<file path="config.mk">
export PLATFORM = sky130hd
export DESIGN_NAME = tw_timing_watchdog
export DESIGN_NICKNAME = d
export VERILOG_FILES = /design/src/hw/tw_pkg.sv /design/src/hw/tw_prescaler.sv /design/src/hw/tw_timing_watchdog.sv
export VERILOG_INCLUDE_DIRS = /design/src /design/src/hw
export SDC_FILE = /design/constraint.sdc
export NUM_CORES = 1
export LEC_CHECK = 0
export BUFFER_PORTS_ARGS = -buffer_cell sky130_fd_sc_hd__clkbuf_2
export CORE_MARGIN = 5
export CORE_UTILIZATION = 52
export DETAILED_ROUTE_END_ITERATION = 8
export PLACE_DENSITY = 0.78
export SYNTH_ARGS = -nofsm -noshare
export SYNTH_HDL_FRONTEND = slang
export SYNTH_SLANG_ARGS = --single-unit
</file>
<file path="constraint.sdc">
create_clock -name clk_sys_i -period 3.11 [get_ports clk_sys_i]
set_input_delay 0.622 -clock clk_sys_i [delete_from_list [all_inputs] [get_ports clk_sys_i]]
set_output_delay 0.622 -clock clk_sys_i [all_outputs]
set_load 0.05 [all_outputs]
</file>
<file path="src/hw/tw_cfg.svh">
/*
 * Offsets, field positions, reset values and codes of the
 * timing and watchdog unit.
 * Assumes byte addresses on a 24-bit register port.
 */
`ifndef TW_CFG_SVH
`define TW_CFG_SVH

// ****************************************************************
// Register offsets
// ****************************************************************
`define TW_ADDR_W 24
`define TW_DATA_W 16
`define TW_OFF_CONFIG 24'hFFFF20
`define TW_OFF_PRESCALER 24'hFFFF22
`define TW_OFF_RELOAD 24'hFFFF24
`define TW_OFF_CTRL 24'hFFFF26
`define TW_OFF_WD_COUNT 24'hFFFF28
`define TW_OFF_WD_MATCH 24'hFFFF2A

// ****************************************************************
// Configuration fields
// ****************************************************************
`define TW_CFG_LOCK_CONFIG 0
`define TW_CFG_LOCK_PRESCALER 1
`define TW_CFG_LOCK_TIMER 2
`define TW_CFG_LOCK_WD_COUNT 3
`define TW_CFG_WD_CLK_SEL 4
`define TW_CFG_MATCH_EN 5
`define TW_CFG_USED_MASK 8'h3F

// ****************************************************************
// Timer control and status fields
// ****************************************************************
`define TW_CSR_RESTART 0
`define TW_CSR_TC 1
`define TW_CSR_INTE 2
`define TW_CSR_WD_LOAD 3

// ****************************************************************
// Reset values and codes
// ****************************************************************
`define TW_RST_CONFIG 8'h00
`define TW_RST_PRESCALER 3'h0
`define TW_RST_RELOAD 16'hFFFF
`define TW_RST_WD_COUNT 8'h0F
`define TW_WD_MATCH_CODE 8'h5C
`define TW_PRESCALE_W 5

`endif

</file>
<file path="src/hw/tw_pkg.sv">
/*
 * Types shared by the timing and watchdog unit.
 * Assumes nothing of its surroundings.
 */
package tw_pkg;

    typedef enum logic [1:0] {
        TW_WD_IDLE = 2'b01,
        TW_WD_RUN = 2'b10
    } tw_wd_state_e;

    typedef logic [2:0] tw_mdiv_t;

endpackage

</file>
<file path="src/hw/tw_prescaler.sv">
/*
 * Prescaler of the timing and watchdog unit: turns slow clock
 * enables into tick enables, dividing by 1, 2, 4, 8, 16 or 32.
 * Assumes slow_en_i is a one-cycle pulse on clk_sys_i.
 */
`timescale 1ns/1ns
`include "tw_cfg.svh"

module tw_prescaler #(
    parameter int CNT_W = `TW_PRESCALE_W
) (
    input wire logic clk_sys_i,
    input wire logic sys_rst_i,
    input wire logic slow_en_i,
    input wire logic halt_i,
    input wire tw_pkg::tw_mdiv_t mdiv_i,
    output logic tick_o
);
    import tw_pkg::*;

    logic [CNT_W-1:0] cnt_reg;
    logic [CNT_W-1:0] mask;

    // Reserved settings fall back to the slowest divisor
    always_comb begin
        if (mdiv_i > 3'h5) begin
            mask = {CNT_W{1'b1}};
        end else begin
            mask = CNT_W'((6'h01 << mdiv_i) - 6'h01);
        end
    end

    always_ff @(posedge clk_sys_i) begin
        if (sys_rst_i) begin
            cnt_reg <= '0;
        end else if (slow_en_i && !halt_i) begin
            cnt_reg <= cnt_reg + CNT_W'(1);
        end
    end

    assign tick_o = slow_en_i && !halt_i && ((cnt_reg & mask) == mask);
endmodule

</file>
<file path="src/hw/tw_timing_watchdog.sv">
/*
 * Timing and watchdog unit: prescaler, 16-bit auto-reload periodic
 * timer, 8-bit watchdog and the lockable register file.
 * Assumes slow_clk_en_i is a one-cycle enable on clk_sys_i, and that
 * power_save_i and halt_i come from the power manager on clk_sys_i.
 */
`timescale 1ns/1ns
`include "tw_cfg.svh"

module tw_timing_watchdog (
    input wire logic clk_sys_i,
    input wire logic sys_rst_i,
    input wire logic slow_clk_en_i,
    input wire logic power_save_i,
    input wire logic halt_i,
    input wire logic [`TW_ADDR_W-1:0] reg_addr_i,
    input wire logic [`TW_DATA_W-1:0] reg_wdata_i,
    input wire logic reg_wr_i,
    input wire logic reg_rd_i,
    output logic [`TW_DATA_W-1:0] reg_rdata_o,
    output logic terminal_pulse_o,
    output logic timer_irq_o,
    output logic wd_error_o,
    output logic wd_running_o
);
    import tw_pkg::*;
    // ****************************************************************
    // Declarations
    // ****************************************************************
    logic [7:0] config_reg;
    tw_mdiv_t prescaler_reg;
    logic [15:0] reload_reg;
    logic [15:0] timer_reg;
    logic restart_reg;
    logic tc_reg;
    logic inte_reg;
    logic wd_load_reg;
    logic term_reg;
    logic irq_reg;
    logic [7:0] wd_count_reg;
    logic [7:0] wd_cnt_reg;
    tw_wd_state_e wd_state_reg;
    logic wd_fresh_reg;
    logic wd_err_reg;
    logic [`TW_DATA_W-1:0] rdata_reg;
    logic tick;
    logic term_event;
    logic wd_step;
    logic active_wr;
    logic wr_config;
    logic wr_prescaler;
    logic wr_reload;
    logic wr_ctrl;
    logic wr_wd_count;
    logic wr_wd_match;
    logic rd_ctrl;
    logic match_on;
    logic wd_service;
    logic wd_bad_code;
    logic [7:0] wd_service_val;
    logic lock_config;
    logic lock_prescaler;
    logic lock_periodic_timer;
    logic lock_watchdog_count;

    // ****************************************************************
    // Decode
    // ****************************************************************
    assign lock_config = config_reg[`TW_CFG_LOCK_CONFIG];
    assign lock_prescaler = config_reg[`TW_CFG_LOCK_PRESCALER];
    assign lock_periodic_timer = config_reg[`TW_CFG_LOCK_TIMER];
    assign lock_watchdog_count = config_reg[`TW_CFG_LOCK_WD_COUNT];
    assign match_on = config_reg[`TW_CFG_MATCH_EN];
    // Halt blocks all access; power save leaves only the match register
    assign active_wr = reg_wr_i && !halt_i && !power_save_i;
    assign wr_config = active_wr && !lock_config
        && (reg_addr_i == `TW_OFF_CONFIG);
    assign wr_prescaler = active_wr && !lock_prescaler
        && (reg_addr_i == `TW_OFF_PRESCALER);
    assign wr_reload = active_wr && !lock_periodic_timer
        && (reg_addr_i == `TW_OFF_RELOAD);
    assign wr_ctrl = active_wr && !lock_periodic_timer
        && (reg_addr_i == `TW_OFF_CTRL);
    assign wr_wd_count = active_wr && !lock_watchdog_count
        && (reg_addr_i == `TW_OFF_WD_COUNT);
    assign wr_wd_match = reg_wr_i && !halt_i
        && (reg_addr_i == `TW_OFF_WD_MATCH);
    assign rd_ctrl = reg_rd_i && !halt_i && !power_save_i
        && !lock_periodic_timer && (reg_addr_i == `TW_OFF_CTRL);

    // ****************************************************************
    // Prescaler
    // ****************************************************************
    tw_prescaler #(
        .CNT_W(`TW_PRESCALE_W)
    ) u_prescaler (
        .clk_sys_i(clk_sys_i),
        .sys_rst_i(sys_rst_i),
        .slow_en_i(slow_clk_en_i),
        .halt_i(halt_i),
        .mdiv_i(prescaler_reg),
        .tick_o(tick)
    );

    // ****************************************************************
    // Configuration and prescaler registers
    // ****************************************************************
    always_ff @(posedge clk_sys_i) begin
        if (sys_rst_i) begin
            config_reg <= `TW_RST_CONFIG;
        end else if (wr_config) begin
            // Lock bits only ever set; bits 4 and 5 follow the write, bits 7:6 stay zero
            config_reg <= (reg_wdata_i[7:0] & `TW_CFG_USED_MASK)
                | (config_reg & 8'h0F);
        end
    end

    always_ff @(posedge clk_sys_i) begin
        if (sys_rst_i) begin
            prescaler_reg <= `TW_RST_PRESCALER;
        end else if (wr_prescaler) begin
            prescaler_reg <= reg_wdata_i[2:0];
        end
    end

    always_ff @(posedge clk_sys_i) begin
        if (sys_rst_i) begin
            reload_reg <= `TW_RST_RELOAD;
        end else if (wr_reload) begin
            // Only read at reload time, so the running count is kept
            reload_reg <= reg_wdata_i;
        end
    end

    // ****************************************************************
    // Timer control and status
    // ****************************************************************
    always_ff @(posedge clk_sys_i) begin
        if (sys_rst_i) begin
            inte_reg <= 1'b0;
        end else if (wr_ctrl) begin
            inte_reg <= reg_wdata_i[`TW_CSR_INTE];
        end
    end

    always_ff @(posedge clk_sys_i) begin
        if (sys_rst_i) begin
            restart_reg <= 1'b0;
        end else if (wr_ctrl && reg_wdata_i[`TW_CSR_RESTART]) begin
            restart_reg <= 1'b1;
        end else if (tick) begin
            restart_reg <= 1'b0;
        end
    end

    // Terminal event in the same cycle as the clearing read wins
    always_ff @(posedge clk_sys_i) begin
        if (sys_rst_i) begin
            tc_reg <= 1'b0;
        end else if (term_event) begin
            tc_reg <= 1'b1;
        end else if (rd_ctrl) begin
            tc_reg <= 1'b0;
        end
    end

    // Pending flag for a watchdog load, held until the next slow clock
    always_ff @(posedge clk_sys_i) begin
        if (sys_rst_i) begin
            wd_load_reg <= 1'b0;
        end else if (wr_wd_count || wd_service) begin
            wd_load_reg <= 1'b1;
        end else if (slow_clk_en_i && !halt_i) begin
            wd_load_reg <= 1'b0;
        end
    end

    // ****************************************************************
    // Periodic timer
    // ****************************************************************
    // Terminal event comes on the tick that finds the counter at zero
    assign term_event = tick && !restart_reg && (timer_reg == 16'h0000);

    always_ff @(posedge clk_sys_i) begin
        if (sys_rst_i) begin
            timer_reg <= `TW_RST_RELOAD;
        end else if (tick) begin
            if (restart_reg) begin
                timer_reg <= reload_reg;
            end else if (timer_reg == 16'h0000) begin
                timer_reg <= reload_reg;
            end else begin
                timer_reg <= timer_reg - 16'h0001;
            end
        end
    end

    // Pulse stands from the zero tick until the following tick
    always_ff @(posedge clk_sys_i) begin
        if (sys_rst_i) begin
            term_reg <= 1'b0;
        end else if (tick) begin
            term_reg <= term_event;
        end
    end

    always_ff @(posedge clk_sys_i) begin
        if (sys_rst_i) begin
            irq_reg <= 1'b0;
        end else begin
            irq_reg <= term_event && inte_reg;
        end
    end
    assign terminal_pulse_o = term_reg;
    assign timer_irq_o = irq_reg;

    // ****************************************************************
    // Watchdog
    // ****************************************************************
    assign wd_step = (wd_state_reg == TW_WD_RUN)
        && (config_reg[`TW_CFG_WD_CLK_SEL] ? tick : term_event);
    // A match write is a service only with the right code in match mode
    assign wd_service = (wr_wd_match && match_on
        && (reg_wdata_i[7:0] == `TW_WD_MATCH_CODE))
        || (wr_wd_count && !match_on);
    assign wd_bad_code = wr_wd_match && match_on
        && (reg_wdata_i[7:0] != `TW_WD_MATCH_CODE);
    assign wd_service_val = (wr_wd_count && !match_on) ?
        reg_wdata_i[7:0] : wd_count_reg;

    always_ff @(posedge clk_sys_i) begin
        if (sys_rst_i) begin
            wd_count_reg <= `TW_RST_WD_COUNT;
        end else if (wr_wd_count) begin
            wd_count_reg <= reg_wdata_i[7:0];
        end
    end

    // Only reset leaves the running state
    always_ff @(posedge clk_sys_i) begin
        if (sys_rst_i) begin
            wd_state_reg <= TW_WD_IDLE;
        end else begin
            case (wd_state_reg)
                TW_WD_IDLE: begin
                    // Match writes are ignored, so no start, with match off
                    if (wr_wd_count || (wr_wd_match && match_on)) begin
                        wd_state_reg <= TW_WD_RUN;
                    end
                end
                TW_WD_RUN: begin
                    wd_state_reg <= TW_WD_RUN;
                end
                default: begin
                    wd_state_reg <= TW_WD_IDLE;
                end
            endcase
        end
    end

    always_ff @(posedge clk_sys_i) begin
        if (sys_rst_i) begin
            wd_cnt_reg <= `TW_RST_WD_COUNT;
        end else if (wd_state_reg == TW_WD_IDLE) begin
            if (wr_wd_count) begin
                wd_cnt_reg <= reg_wdata_i[7:0];
            end else if (wr_wd_match && match_on) begin
                wd_cnt_reg <= wd_count_reg;
            end
        end else if (wd_service) begin
            wd_cnt_reg <= wd_service_val;
        end else if (wd_step && wd_cnt_reg != 8'h00) begin
            wd_cnt_reg <= wd_cnt_reg - 8'h01;
        end
    end

    // Set by a start or service, cleared by the next count step
    always_ff @(posedge clk_sys_i) begin
        if (sys_rst_i) begin
            wd_fresh_reg <= 1'b0;
        end else if (wd_state_reg == TW_WD_IDLE) begin
            wd_fresh_reg <= wr_wd_count || (wr_wd_match && match_on);
        end else if (wd_service) begin
            wd_fresh_reg <= 1'b1;
        end else if (wd_step) begin
            wd_fresh_reg <= 1'b0;
        end
    end

    // Error is a one-cycle pulse that the reset controller acts on
    always_ff @(posedge clk_sys_i) begin
        if (sys_rst_i) begin
            wd_err_reg <= 1'b0;
        end else if (wd_state_reg == TW_WD_RUN) begin
            wd_err_reg <= (wd_step && !wd_service
                && wd_cnt_reg <= 8'h01)
                || (wd_service && wd_fresh_reg)
                || wd_bad_code;
        end else begin
            wd_err_reg <= wd_bad_code;
        end
    end
    assign wd_error_o = wd_err_reg;
    assign wd_running_o = (wd_state_reg == TW_WD_RUN);

    // ****************************************************************
    // Read port
    // ****************************************************************
    // Locked, write-only and unmapped locations read as zero
    always_ff @(posedge clk_sys_i) begin
        if (sys_rst_i) begin
            rdata_reg <= '0;
        end else if (reg_rd_i) begin
            rdata_reg <= '0;
            if (!halt_i && !power_save_i) begin
                case (reg_addr_i)
                    `TW_OFF_CONFIG: begin
                        if (!lock_config) begin
                            rdata_reg <= {8'h00, config_reg};
                        end
                    end
                    `TW_OFF_PRESCALER: begin
                        if (!lock_prescaler) begin
                            rdata_reg <= {13'h0000, prescaler_reg};
                        end
                    end
                    `TW_OFF_RELOAD: begin
                        if (!lock_periodic_timer) begin
                            rdata_reg <= reload_reg;
                        end
                    end
                    `TW_OFF_CTRL: begin
                        if (!lock_periodic_timer) begin
                            rdata_reg <= {12'h000, wd_load_reg, inte_reg,
                                tc_reg, restart_reg};
                        end
                    end
                    default: rdata_reg <= '0;
                endcase
            end
        end
    end

    assign reg_rdata_o = rdata_reg;
endmodule

</file>
# ---- After elaboration in Yosys (flattened, before gate mapping)
# Cells that the tools add are included.
dict set report word_totals {
  inputBits 47
  word_cells 121
  reg_bits 90
  output_inout_bits 20
}
dict set report op_classes {
  eq_ne 13
  reduce_logical 54
  magnitude_cmp 2
  bitwise 2
  addsub 4
  shifts 1
  mux 28
}
# cell count
set ops {}
lappend ops {{$eq 24x24->1 const B} 6}
lappend ops {{$mux 16} 4}
lappend ops {{$pmux 16 s4} 1}
lappend ops {{$mux 8} 7}
lappend ops {{$logic_and 1x1->1} 32}
lappend ops {{$logic_not 16->1} 1}
lappend ops {{$sub 16x1->16 const B} 1}
lappend ops {{$mux 1} 11}
lappend ops {{$logic_not 1->1} 9}
lappend ops {{$eq 8x7->1 const B} 1}
lappend ops {{$le 8x1->1 const B} 1}
lappend ops {{$ne 8x7->1 const B} 1}
lappend ops {{$reduce_bool 8->1} 1}
lappend ops {{$sub 8x1->8 const B} 1}
lappend ops {{$or 6x4->6} 1}
lappend ops {{$reduce_bool 2->1} 3}
lappend ops {{$reduce_bool 3->1} 2}
lappend ops {{$add 5x1->5 const B} 1}
lappend ops {{$and 5x5->5} 1}
lappend ops {{$eq 5x5->1} 1}
lappend ops {{$logic_or 1x1->1} 5}
lappend ops {{$mux 5} 1}
lappend ops {{$shl 1x3->5 const A} 1}
lappend ops {{$sub 5x1->5 const B} 1}
lappend ops {{other kinds (10)} 10}

# ---- Logic depth before layout (Yosys ltp)
# Gate-level depths: netlist of run 1.
dict set report logic_depth {
  depth_word 15
  mapped_depth 11
  mapped_depth_nobuf 10
}

# ---- By module
# Synthesis of run 1 repeated with hierarchy kept, for this count alone.
dict set report hier_totals {
  cells_unflattened 577
  area_unflattened_um2 4545.6
}
# module area_each_um2 instances cells_each
set modules_own_cells {}
lappend modules_own_cells {tw_timing_watchdog 4216.5 1 536}
lappend modules_own_cells {tw_prescaler 329.1 1 41}

# ---- Worst setup path before layout of run 1
# OpenSTA, ideal clock, no wires.
dict set report synth_timing {
  path_kind {input to register}
  startpoint {input port reg_addr_i[4]}
  endpoint {register wd_cnt_reg[2]}
  t_required_ps 2988
  slack_ps 147
  cell_stages 9
  n_path_buf 2
  arrival_ps 2841
  path_cell_list {or4b_1 > or4_1 > buf_2 > a211oi_4 > or2_1 > buf_6 > nor3_1 > a221o_1 > a221o_1}
}
dict set report synth_between {
  elab_chain_cells 7
  word_cells_on_any_way 15
}
# element line
set synth_lines {}
lappend synth_lines {{from (decl)} tw_timing_watchdog.sv:16} ;# input wire logic [`TW_ADDR_W-1:0] reg_addr_i,
lappend synth_lines {{$eq 24x24->1 (no line)} --}
lappend synth_lines {{$logic_and 1x1->1} tw_timing_watchdog.sv:86} ;# assign wr_wd_match = reg_wr_i && !halt_i
lappend synth_lines {{$logic_and 1x1->1} {tw_timing_watchdog.sv:223, tw_timing_watchdog.sv:267}}
lappend synth_lines {{$logic_and 1x1->1} tw_timing_watchdog.sv:223} ;# assign wd_service = (wr_wd_match && match_on
lappend synth_lines {{$logic_or 1x1->1} tw_timing_watchdog.sv:223}
lappend synth_lines {{$reduce_bool 3->1 (no line) / $mux 8 (equally long branches)} --}
lappend synth_lines {{$reduce_and 2->1 (no line) / $mux 8 (equally long branches)} --}
lappend synth_lines {{to (signal assigned)} tw_timing_watchdog.sv:263} ;# wd_cnt_reg <= `TW_RST_WD_COUNT;
lappend synth_lines {{to (signal assigned)} tw_timing_watchdog.sv:266} ;# wd_cnt_reg <= reg_wdata_i[7:0];
lappend synth_lines {{to (signal assigned)} tw_timing_watchdog.sv:268} ;# wd_cnt_reg <= wd_count_reg;
lappend synth_lines {{to (decl)} tw_timing_watchdog.sv:41} ;# logic [7:0] wd_cnt_reg;
# Parallel ways exist; a longest one is shown, timed or not.
# A chain may end at the register's enable or synchronous reset.

# ---- Final worst setup path of run 1
# Same ends and word-level chain as after synthesis.

==> results.cfg, run 1 <==
[timing]
rsz0062_at_grt = no
hold_viol_final = 0
worst_slew_pin_slew_ns = 0.835
fmax_mhz = 356
slew_headroom_pct = 44.4
finClkSkew_ns = 0.00970
finalSetupViolations = 0
fin_crit_ns = 2.81
period_share_pct = 90.3
slew_violations = 0
tns_ns = 0

[cts]
root_buffer = clkbuf_8
clock_path_buffers = 2
clk_latency_ns = 0.36
clock-sinks = 88
htreeDepth = 3
cts_tree = yes
cts_buffers = 9
clk_pin_slew_ns = 0.10
cts_hold_buf = 0
post_cts_buffers = 0

[cells_and_area]
layout_common_cells = 88 x dfxtp_1, 72 x nor2_1, 66 x clkbuf_2, 42 x nand2_1, 42 x a21oi_1
final_nets = 685
drive_above_1_share_pct = 20.8
final_common_cell = dfxtp_1
fill_cells = 740
instances_no_fill = 742
area_growth_pct = 18.9
diodes = 0

[job]
maxCapViolCount = 0

[place]
place_inst = 726
hpwl_microns = 9090
numPortBuffers = 66
gp_congestion = 0.914

[global_routing]
grt_max_degree = 37
grt_pass1_wl_microns = 20100
grt.total_usage_pct = 23.4
antenna_found_initial = 0
first_global_vias = 4214
overflow = 0

[synthesis]
synth_top_area_share_pct = 38.9
ys_types = 63
synthTopCellsByArea = dfxtp_1 39%, nor2_1 6.0%, nor2b_1 5.1%
syn-mean-instance-area_sq_um = 8.32
synth_edf_count = 0
ys_warn_count = 0
synthArstFlopShare_pct = 0
syn_area_sq_um = 4530
synth-seq-cells = 88
synth_cells = 545
syn_nets = 601
synth_seq_area_share_pct = 38.9
yosysTopAreaCell = dfxtp_1
ys.flop_type = dfxtp_1

[status]
outcome = complete, no violations

[die]
fp.coreArea_sq_um = 8590
die_h_microns = 103
num_io_pins = 67
fp.dieArea_sq_um = 10700
die_w_microns = 103
start_util_pct = 52.8
rows = 34

[worst_hold_path]
worstHoldPathCells = 2
min_path_type = input port to flop
worstHoldStart = reg_wdata_i[11]
hold_path_end = reload_reg[11]

[worst_setup_path]
r2r_end = timer_reg[15]
crit_top_cell = a221o_1
worst_path_max_delay_cell = or4_1
worst_path_largest_cell_delay_ns = 0.63
reg2reg_from = prescaler_reg[2]
critPathRequiredTime_ns = 3.36
arrival_ns = 3.05
setup.worst_path.class = input port to flop
cp-start-kind = input port
crit_fanout = 8
worstPathCellList = clkbuf_2 > or4b_1 > or4_1 > o31ai_1 > o21ai_2 > a221o_1 > a221o_1
critPathCaptureType = flop
regToRegSetupSlack_ns = 0.36
rr_worst_depth = 10

[drt]
post_drt_wl_per_cell_microns = 16.4
drt_iter0_drc = 361
num_vias = 4473
final_antenna_net_count = 0
viasPerCell = 6.03
post-route-drc-count = 0
wirelength_microns = 12200
dr.pass1.iters = 5

[power]
power_density_nw_per_um2 = 441
leakage_nw = 2.10
irDropWorstVdd_v = 0.000287
-- worst max-delay path by stage --
stage	start	to
final	reg_addr_i[4]	wd_cnt_reg[2]
after global routing	prescaler_reg[2]	timer_reg[15]
after CTS	prescaler_reg[2]	wd_cnt_reg[1]
after detailed placement	prescaler_reg[2]	wd_cnt_reg[1]
after global placement	reg_addr_i[4]	wd_cnt_reg[6]
after floorplan	reg_addr_i[4]	wd_cnt_reg[2]
-- critical path, delay by kind of cell --
kind / cells / cell delay [ns]
AO/OA/AOI/OAI: 4 / 1.20
AND/OR/NAND/NOR: 2 / 1.15
buffers and inverters: 1 / 0.08
-- per-layer routing --
metal / vias up / part of all wire [%] / GRT usage (%)
met2: 184 / 47 / 37.1
li1: 2159 / - / -
met3: 24 / 6.5 / 3.09
met1: 2106 / 46 / 33.1
met5: - / 0 / 0
met4: 0 / 1.3 / 7.77
-- metrics by stage --
| stage | cell area [sq um] | worst slack, ns | utilization, % | hold slack [ns] | power (mW) |
|---|---|---|---|---|---|
| after floorplan | 4530 | 0.147 | - | 0.448 | 1.42 |
| after global placement | 5170 | 0.00263 | 60.1 | 0.461 | 1.53 |
| after detailed placement | 5170 | -0.108 | 60.1 | 0.467 | 1.54 |
| after CTS | 5380 | 0.235 | 62.6 | 0.456 | 2.37 |
| after global routing | 5390 | 0.142 | 62.7 | 0.465 | 2.47 |
| final | 5390 | 0.301 | 62.7 | 0.459 | 2.38 |
-- cells in the mapped netlist (2+ instances only) --
cell type	n
dfxtp_1	88
xnor2_1	4
nor4_2	2
a21oi_1	42
o41ai_1	2
nor2_1	72
buf_2	5
nor3b_1	3
nor3_2	2
and2_1	3
nand2b_1	10
a211o_1	22
ha_1	9
o21ai_0	24
xor2_1	3
nand2_1	42
o21bai_1	5
inv_1	15
nor4_1	6
a221oi_1	3
mux2i_1	15
a221o_1	11
o2111a_1	2
or2_2	4
a22o_1	2
and4b_1	2
nand3_1	10
nor4b_1	3
a211oi_1	3
o31ai_1	3
nand4_1	10
or3_1	7
a31oi_1	4
nand3b_1	3
nor2b_1	37
nor3_1	11
a41oi_1	2
clkbuf_1	20
a21boi_0	3
or4_1	6
o211ai_1	2
nand4b_1	2
-- where the power goes --
part	leakage [nW]	total, mW	switching, mW	internal [mW]
clock	0.104	0.851	0.461	0.390
combinational	1.28	0.351	0.218	0.133
sequential	0.712	1.18	0.0243	1.15
total	2.10	2.38	0.703	1.68
-- area by class of cell --
| type | count | area (sq um) | area share, % |
|---|---|---|---|
| Timing Repair Buffer | 101 | 606 | 11.2 |
| Sequential cell | 88 | 1760 | 32.7 |
| Clock buffer | 9 | 124 | 2.30 |
| Clock inverter | 7 | 86.3 | 1.60 |
| Multi-Input combinational cell | 414 | 2620 | 48.6 |
| Tap cell | 108 | 135 | 2.51 |
| Inverter | 15 | 56.3 | 1.04 |
-- cell families after synthesis --
| logic type | after synthesis | share of synthesized area, % |
|---|---|---|
| flops | 88 | 38.9 |
| simple gates | 239 | 27.5 |
| mux | 15 | 3.31 |
| buf+inv | 43 | 3.95 |
| fa+ha+maj | 10 | 2.70 |
| compound gates | 143 | 22.4 |
| xor+xnor | 7 | 1.35 |
-- what timing repair did --
| item | CTS | global route |
|---|---|---|
| hold endpoints to repair | 0 | 0 |
| resized for setup | 1 | 1 |
| endpoints found under the setup margin | 6 | 2 |
Power figures use the tool's default switching activity.
==> inputs of run 2 (changes only) <==
--- a/config.mk
+++ b/config.mk
@@ -11,6 +11,7 @@
 export CORE_UTILIZATION = 52
 export DETAILED_ROUTE_END_ITERATION = 8
 export PLACE_DENSITY = 0.78
+export SETUP_SLACK_MARGIN = 0.4
 export SYNTH_ARGS = -nofsm -noshare
 export SYNTH_HDL_FRONTEND = slang
 export SYNTH_SLANG_ARGS = --single-unit
==> run 2 against run 1 <==
  * Utilization rose by 1.1 points
  * Non-clock buffer count is 4 higher
  * Clock power about the same
  * Routed wire length is 0.20% higher
  * Sequential share of layout area shrank 0.58 points
  * Maximum frequency increased by 5.4%
  * Register-to-register slack better by 0.16 ns
  * First-iteration DRC count shrank 9.1%
  * Setup slack improved by 0.14 ns
  * Highest routed layer unchanged
  * Cell area rose by 1.8%
  * Global-route usage fell by 0.19 points
  * Via count shrank 0.78%
==> results.cfg, run 2 (synthesis results as in run 1) <==
[die]
die_w_microns = 103
start_util_pct = 52.8
rows = 34
num_io_pins = 67
fp.dieArea_sq_um = 10700
die_h_microns = 103
fp.coreArea_sq_um = 8590

[place]
dpl-instance-area_sq_um = 5180
gp_congestion = 0.886
numPortBuffers = 66
hpwl_microns = 8750

[cells_and_area]
drive_above_1_share_pct = 23.0
diodes = 0
fill_cells = 706
multi_input_area_sq_um = 2670
final_nets = 689
finalCoreUtilization_pct = 63.9
seqCellArea_sq_um = 1760
final_common_cell = dfxtp_1
final_area_sq_um = 5490
layout_common_cells = 88 x dfxtp_1, 70 x nor2_1, 66 x clkbuf_2, 42 x nand2_1, 42 x a21oi_1
area_growth_pct = 21.0

[drt]
drt_iter0_drc = 328
post-route-drc-count = 0
final_antenna_net_count = 0
wirelength_microns = 12200
viasPerCell = 5.95
dr.pass1.iters = 4
num_vias = 4438
post_drt_wl_per_cell_microns = 16.3

[worst_setup_path]
crit_fanout = 8
critPathRequiredTime_ns = 3.36
setup.worst_path.class = input port to flop
cp-start-kind = input port
critPathCaptureType = flop
arrival_ns = 2.91

[power]
leakage_nw = 2.13
finalPower_mw = 2.40
irDropWorstVdd_v = 0.000271
power_density_nw_per_um2 = 437

[cts]
clock_path_buffers = 2
clock-sinks = 88
cts_tree = yes
htreeDepth = 3
clk_latency_ns = 0.36
cts_buffers = 9
root_buffer = clkbuf_8
clk_pin_slew_ns = 0.10

[timing]
worst_slew_pin_slew_ns = 0.614
finClkSkew_ns = 0.00987
finalSetupViolations = 0
period_share_pct = 85.7
rsz0062_at_grt = yes
fmax_mhz = 375
fin_crit_ns = 2.66
slew_headroom_pct = 58.7
hold_viol_final = 0
slew_violations = 0

[worst_hold_path]
min_path_type = input port to flop

[job]
maxCapViolCount = 0

[global_routing]
grt_max_degree = 88
overflow = 0
grt_pass1_wl_microns = 19800
grt.total_usage_pct = 23.3
first_global_vias = 4183
antenna_found_initial = 0

[status]
outcome = complete, no violations
-- run 2: worst paths after layout --
| kind | from | endpoint | slack, ns | cells past startpoint |
|---|---|---|---|---|
| worst max-delay path | reg_addr_i[4] | wd_cnt_reg[2] | 0.45 | 7 |
| worst min-delay path | reg_wdata_i[11] | reload_reg[11] | 0.46 | 2 |
| worst max register to register | prescaler_reg[2] | wd_cnt_reg[3] | 0.52 | 11 |
| worst min register to register | wd_fresh_reg | wd_fresh_reg | 0.48 | 2 |
-- run 2: report_power, final --
| group | total (mW) | switching, mW | internal (mW) |
|---|---|---|---|
| clock network | 0.849 | 0.444 | 0.405 |
| registers | 1.17 | 0.0222 | 1.15 |
| logic | 0.375 | 0.230 | 0.145 |
| total | 2.40 | 0.697 | 1.70 |
-- run 2: layout make-up --
cell class              count  area share (%)
multi-input cells         414            48.7
inverters                  15            1.03
flip-flops and latches     88            32.1
clock inverters             6            1.37
well taps                 108            2.46
clock buffers              10            2.51
repair buffers            105            11.8
-- run 2: per-stage QoR --
| step | std cells | hold slack [ns] | setup WS (ns) | TNS, ns |
|---|---|---|---|---|
| 4_1_cts | 745 | 0.449 | 0.430 | 0 |
| 2_1_floorplan | 545 | 0.448 | 0.198 | 0 |
| 3_3_place_gp | 726 | 0.461 | 0.0275 | 0 |
| 3_5_place_dp | 726 | 0.467 | -0.223 | -0.904 |
| 5_1_grt | 746 | 0.443 | 0.332 | 0 |
| 6_report | 746 | 0.458 | 0.445 | 0 |
-- run 2: repair_timing --
| item | CTS | global route |
|---|---|---|
| endpoints found under the setup margin | 8 | 22 |
| setup buffers | 3 | 1 |
| hold buffers | 0 | 0 |
| resized for setup | 3 | 10 |
| pin swaps | 1 | 6 |
-- run 2: critical path, cell delays in order --
cell and delay [ns]:
clkbuf_2 0.09, or4b_4 0.53, or4_4 0.59, o31ai_2 0.33
o21ai_4 0.15, a221o_1 0.31, a221o_1 0.28
-- run 2: layer usage --
layer,up-vias,wire length (microns),global-route usage (%)
met5,-,0,0
met4,0,242,9.06
met3,20,610,4.09
met2,158,5650,36.5
met1,2114,5680,31.8
li1,2146,-,-
==> inputs of run 3 (changes only) <==
--- a/config.mk
+++ b/config.mk
@@ -6,11 +6,12 @@
 export SDC_FILE = /design/constraint.sdc
 export NUM_CORES = 1
 export LEC_CHECK = 0
+export ABC_AREA = 1
 export BUFFER_PORTS_ARGS = -buffer_cell sky130_fd_sc_hd__clkbuf_2
 export CORE_MARGIN = 5
 export CORE_UTILIZATION = 52
 export DETAILED_ROUTE_END_ITERATION = 8
-export PLACE_DENSITY = 0.78
+export PLACE_DENSITY = 0.77
 export SETUP_SLACK_MARGIN = 0.4
 export SYNTH_ARGS = -nofsm -noshare
 export SYNTH_HDL_FRONTEND = slang
==> run 3 against run 2 <==
  * Global-route usage shrank 0.44 points
  * Highest routed layer unchanged
  * Utilization shrank 3.6 points
  * Clock skew grew 0.0028 ns
  * Critical path depth grew 5
  * Area after synthesis grew 10%
  * Hold slack gained 0.013 ns
  * Power grew 6.1%
  * First-iteration DRC count grew 5.2%
  * Non-clock buffer count shrank 32
==> results.cfg, run 3 <==
[status]
outcome = complete, no violations

[global_routing]
antenna_found_initial = 0
grt.total_usage_pct = 22.8
first_global_vias = 4935
grt_pass1_wl_microns = 21900
grt_max_degree = 51
overflow = 0

[drt]
viasPerCell = 5.54
dr.max_layer_used = met4
post_drt_wl_per_cell_microns = 14.1
wirelength_microns = 13300
route.met2.wl_microns = 6520
wl_met1_microns = 5640
drt_iter0_drc = 345
final_antenna_net_count = 0
num_vias = 5207
dr.pass1.iters = 5
met3_length_microns = 959
post-route-drc-count = 0

[cts]
root_buffer = clkbuf_8
cts_hold_buf = 0
clk_pin_slew_ns = 0.10
clk_latency_ns = 0.36
clock-sinks = 88
post_cts_buffers = 0
cts_tree = yes
cts_resized = 0
clock_path_buffers = 2
htreeDepth = 3
cts_buffers = 9

[timing]
worst_slew_pin_slew_ns = 0.722
rsz0062_at_grt = no
slew_headroom_pct = 51.8
fmax_mhz = 435
fin_crit_ns = 2.30
hold_viol_final = 0
finClkSkew_ns = 0.0126
tns_ns = 0
slew_violations = 0
finalSetupViolations = 0
period_share_pct = 73.9

[synthesis]
syn_nets = 807
yosys-top-cells-count = 176 x nand2_1, 88 x dfxtp_1, 85 x nor2_1
synthTopCellsByArea = dfxtp_1 35%, nand2_1 13%, nor2_1 6.4%
synth_most_common_cell = nand2_1
ys_types = 41
synth_cells = 751
ys_warn_count = 0
syn-mean-instance-area_sq_um = 6.67
synth_adder_area_share_pct = 2.25
synth_edf_count = 0
synthSimpleGateAreaFrac_pct = 37.7
synth_seq_area_share_pct = 35.2
ys.flop_type = dfxtp_1
synth_mux_area_share_pct = 0
synthArstFlopShare_pct = 0
syn_area_sq_um = 5010
synth_compound_area_share_pct = 13.9
yosysTopAreaCell = dfxtp_1
synth_top_family_by_area = simple AND/OR/NAND/NOR gates
synth_top_area_share_pct = 35.2
synth-seq-cells = 88
synth_xor_area_share_pct = 2.10

[worst_setup_path]
worstPathCellList = inv_1 > nand3_1 > ha_1 > nand2_1 > nand2_1 > nand2_1 > nor2_1 > nand3_2 > inv_1 > nand2_1 > a21oi_1 > o21ai_0
arrival_ns = 2.56
critPathRequiredTime_ns = 3.37
cp-start-kind = flop
critPathCaptureType = flop
cp_num_buf_inv = 2
worst_path_max_delay_cell = inv_1
crit_top_cell = nand2_1
path_delay_family = simple AND/OR/NAND/NOR gates
setup.worst_path.class = flop to flop
worst_path_largest_cell_delay_ns = 0.42
crit_fanout = 14

[die]
start_util_pct = 53.7
num_io_pins = 67
die_h_microns = 108
die_w_microns = 108
fp.dieArea_sq_um = 11700
fp.coreArea_sq_um = 9330
rows = 35

[place]
numPortBuffers = 66
hpwl_microns = 9860
dpl-instance-area_sq_um = 5410
gp_congestion = 0.942

[job]
maxCapViolCount = 0

[cells_and_area]
drive_above_1_share_pct = 16.3
final_area_sq_um = 5620
diodes = 0
final_common_cell = nand2_1
finalCoreUtilization_pct = 60.2
area_growth_pct = 12.2
final_nets = 862
layout_common_cells = 176 x nand2_1, 88 x dfxtp_1, 85 x nor2_1, 73 x inv_1, 66 x clkbuf_2

[power]
leakage_nw = 2.61
power_density_nw_per_um2 = 453
irDropWorstVdd_v = 0.000320

[worst_hold_path]
min_path_type = flop to flop
[run 3: cell count changes in the layout (fill, tap and decap cells not counted), sizes merged, moves of 9 or more]
cell | before | now
a221o | 11 | 0
o21ai | 26 | 44
nand3 | 10 | 64
nand4 | 10 | 36
mux2i | 15 | 0
buf | 39 | 7
nand2b | 10 | 0
inv | 17 | 83
a21oi | 43 | 62
nor2 | 72 | 96
a211o | 22 | 0
nand2 | 42 | 185
nor2b | 37 | 0
o211ai | 2 | 11
[run 3: final cells by class]
class	instances	area (sq um)
Multi-Input combinational cell	553	2800
Clock inverter	7	83.8
Clock buffer	9	124
Sequential cell	88	1760
Tap cell	129	161
Timing Repair Buffer	73	383
Inverter	81	304
Fill cell	875	3710
[run 3: metrics by stage]
step	cells	hold slack, ns	setup WS, ns	total power [mW]
after floorplan	751	0.437	1.25	1.58
after global placement	924	0.452	0.809	1.70
after detailed placement	924	0.458	0.775	1.72
after CTS	940	0.474	0.854	2.55
after global routing	940	0.492	0.547	2.67
final	940	0.471	0.811	2.55
[run 3: worst paths after layout]
path | slack (ns) | endpoint | cells after the start | startpoint
hold reg to reg | 0.47 | reg_rdata_o[10] | 2 | reg_rdata_o[10]
hold / removal | 0.47 | reg_rdata_o[10] | 2 | reg_rdata_o[10]
setup reg to reg | 0.81 | timer_reg[11] | 12 | prescaler_reg[1]
setup / recovery | 0.81 | timer_reg[11] | 12 | prescaler_reg[1]
[run 3: power by group]
part	leakage, nW	internal [mW]	switching, mW
clock	0.103	0.387	0.461
sequential	0.714	1.18	0.0423
combinational	1.80	0.170	0.309
total	2.61	1.73	0.812
[run 3: kinds of logic (layout without fill, tap and decap cells)]
logic type | count (synthesis) | after routing
flops | 88 | 88
simple gates | 405 | 405
xor+xnor | 12 | 12
fa+ha+maj | 9 | 9
buf+inv | 110 | 170
compound gates | 127 | 127
[run 3: worst register-to-register path, stage by stage, from the launching register on]
cell,delay [ns]
dfxtp_1,0.38
inv_1,0.18
nand3_1,0.13
ha_1,0.29
nand2_1,0.05
nand2_1,0.05
nand2_1,0.05
nor2_1,0.12
nand3_2,0.24
inv_1,0.43
nand2_1,0.09
a21oi_1,0.13
o21ai_0,0.09
[run 3: layer usage]
| metal | global-route usage [%] | vias up |
|---|---|---|
| li1 | - | 2587 |
| met1 | 29.2 | 2394 |
| met2 | 39.6 | 201 |
| met3 | 3.94 | 25 |
| met4 | 6.13 | 0 |
| met5 | 0 | - |
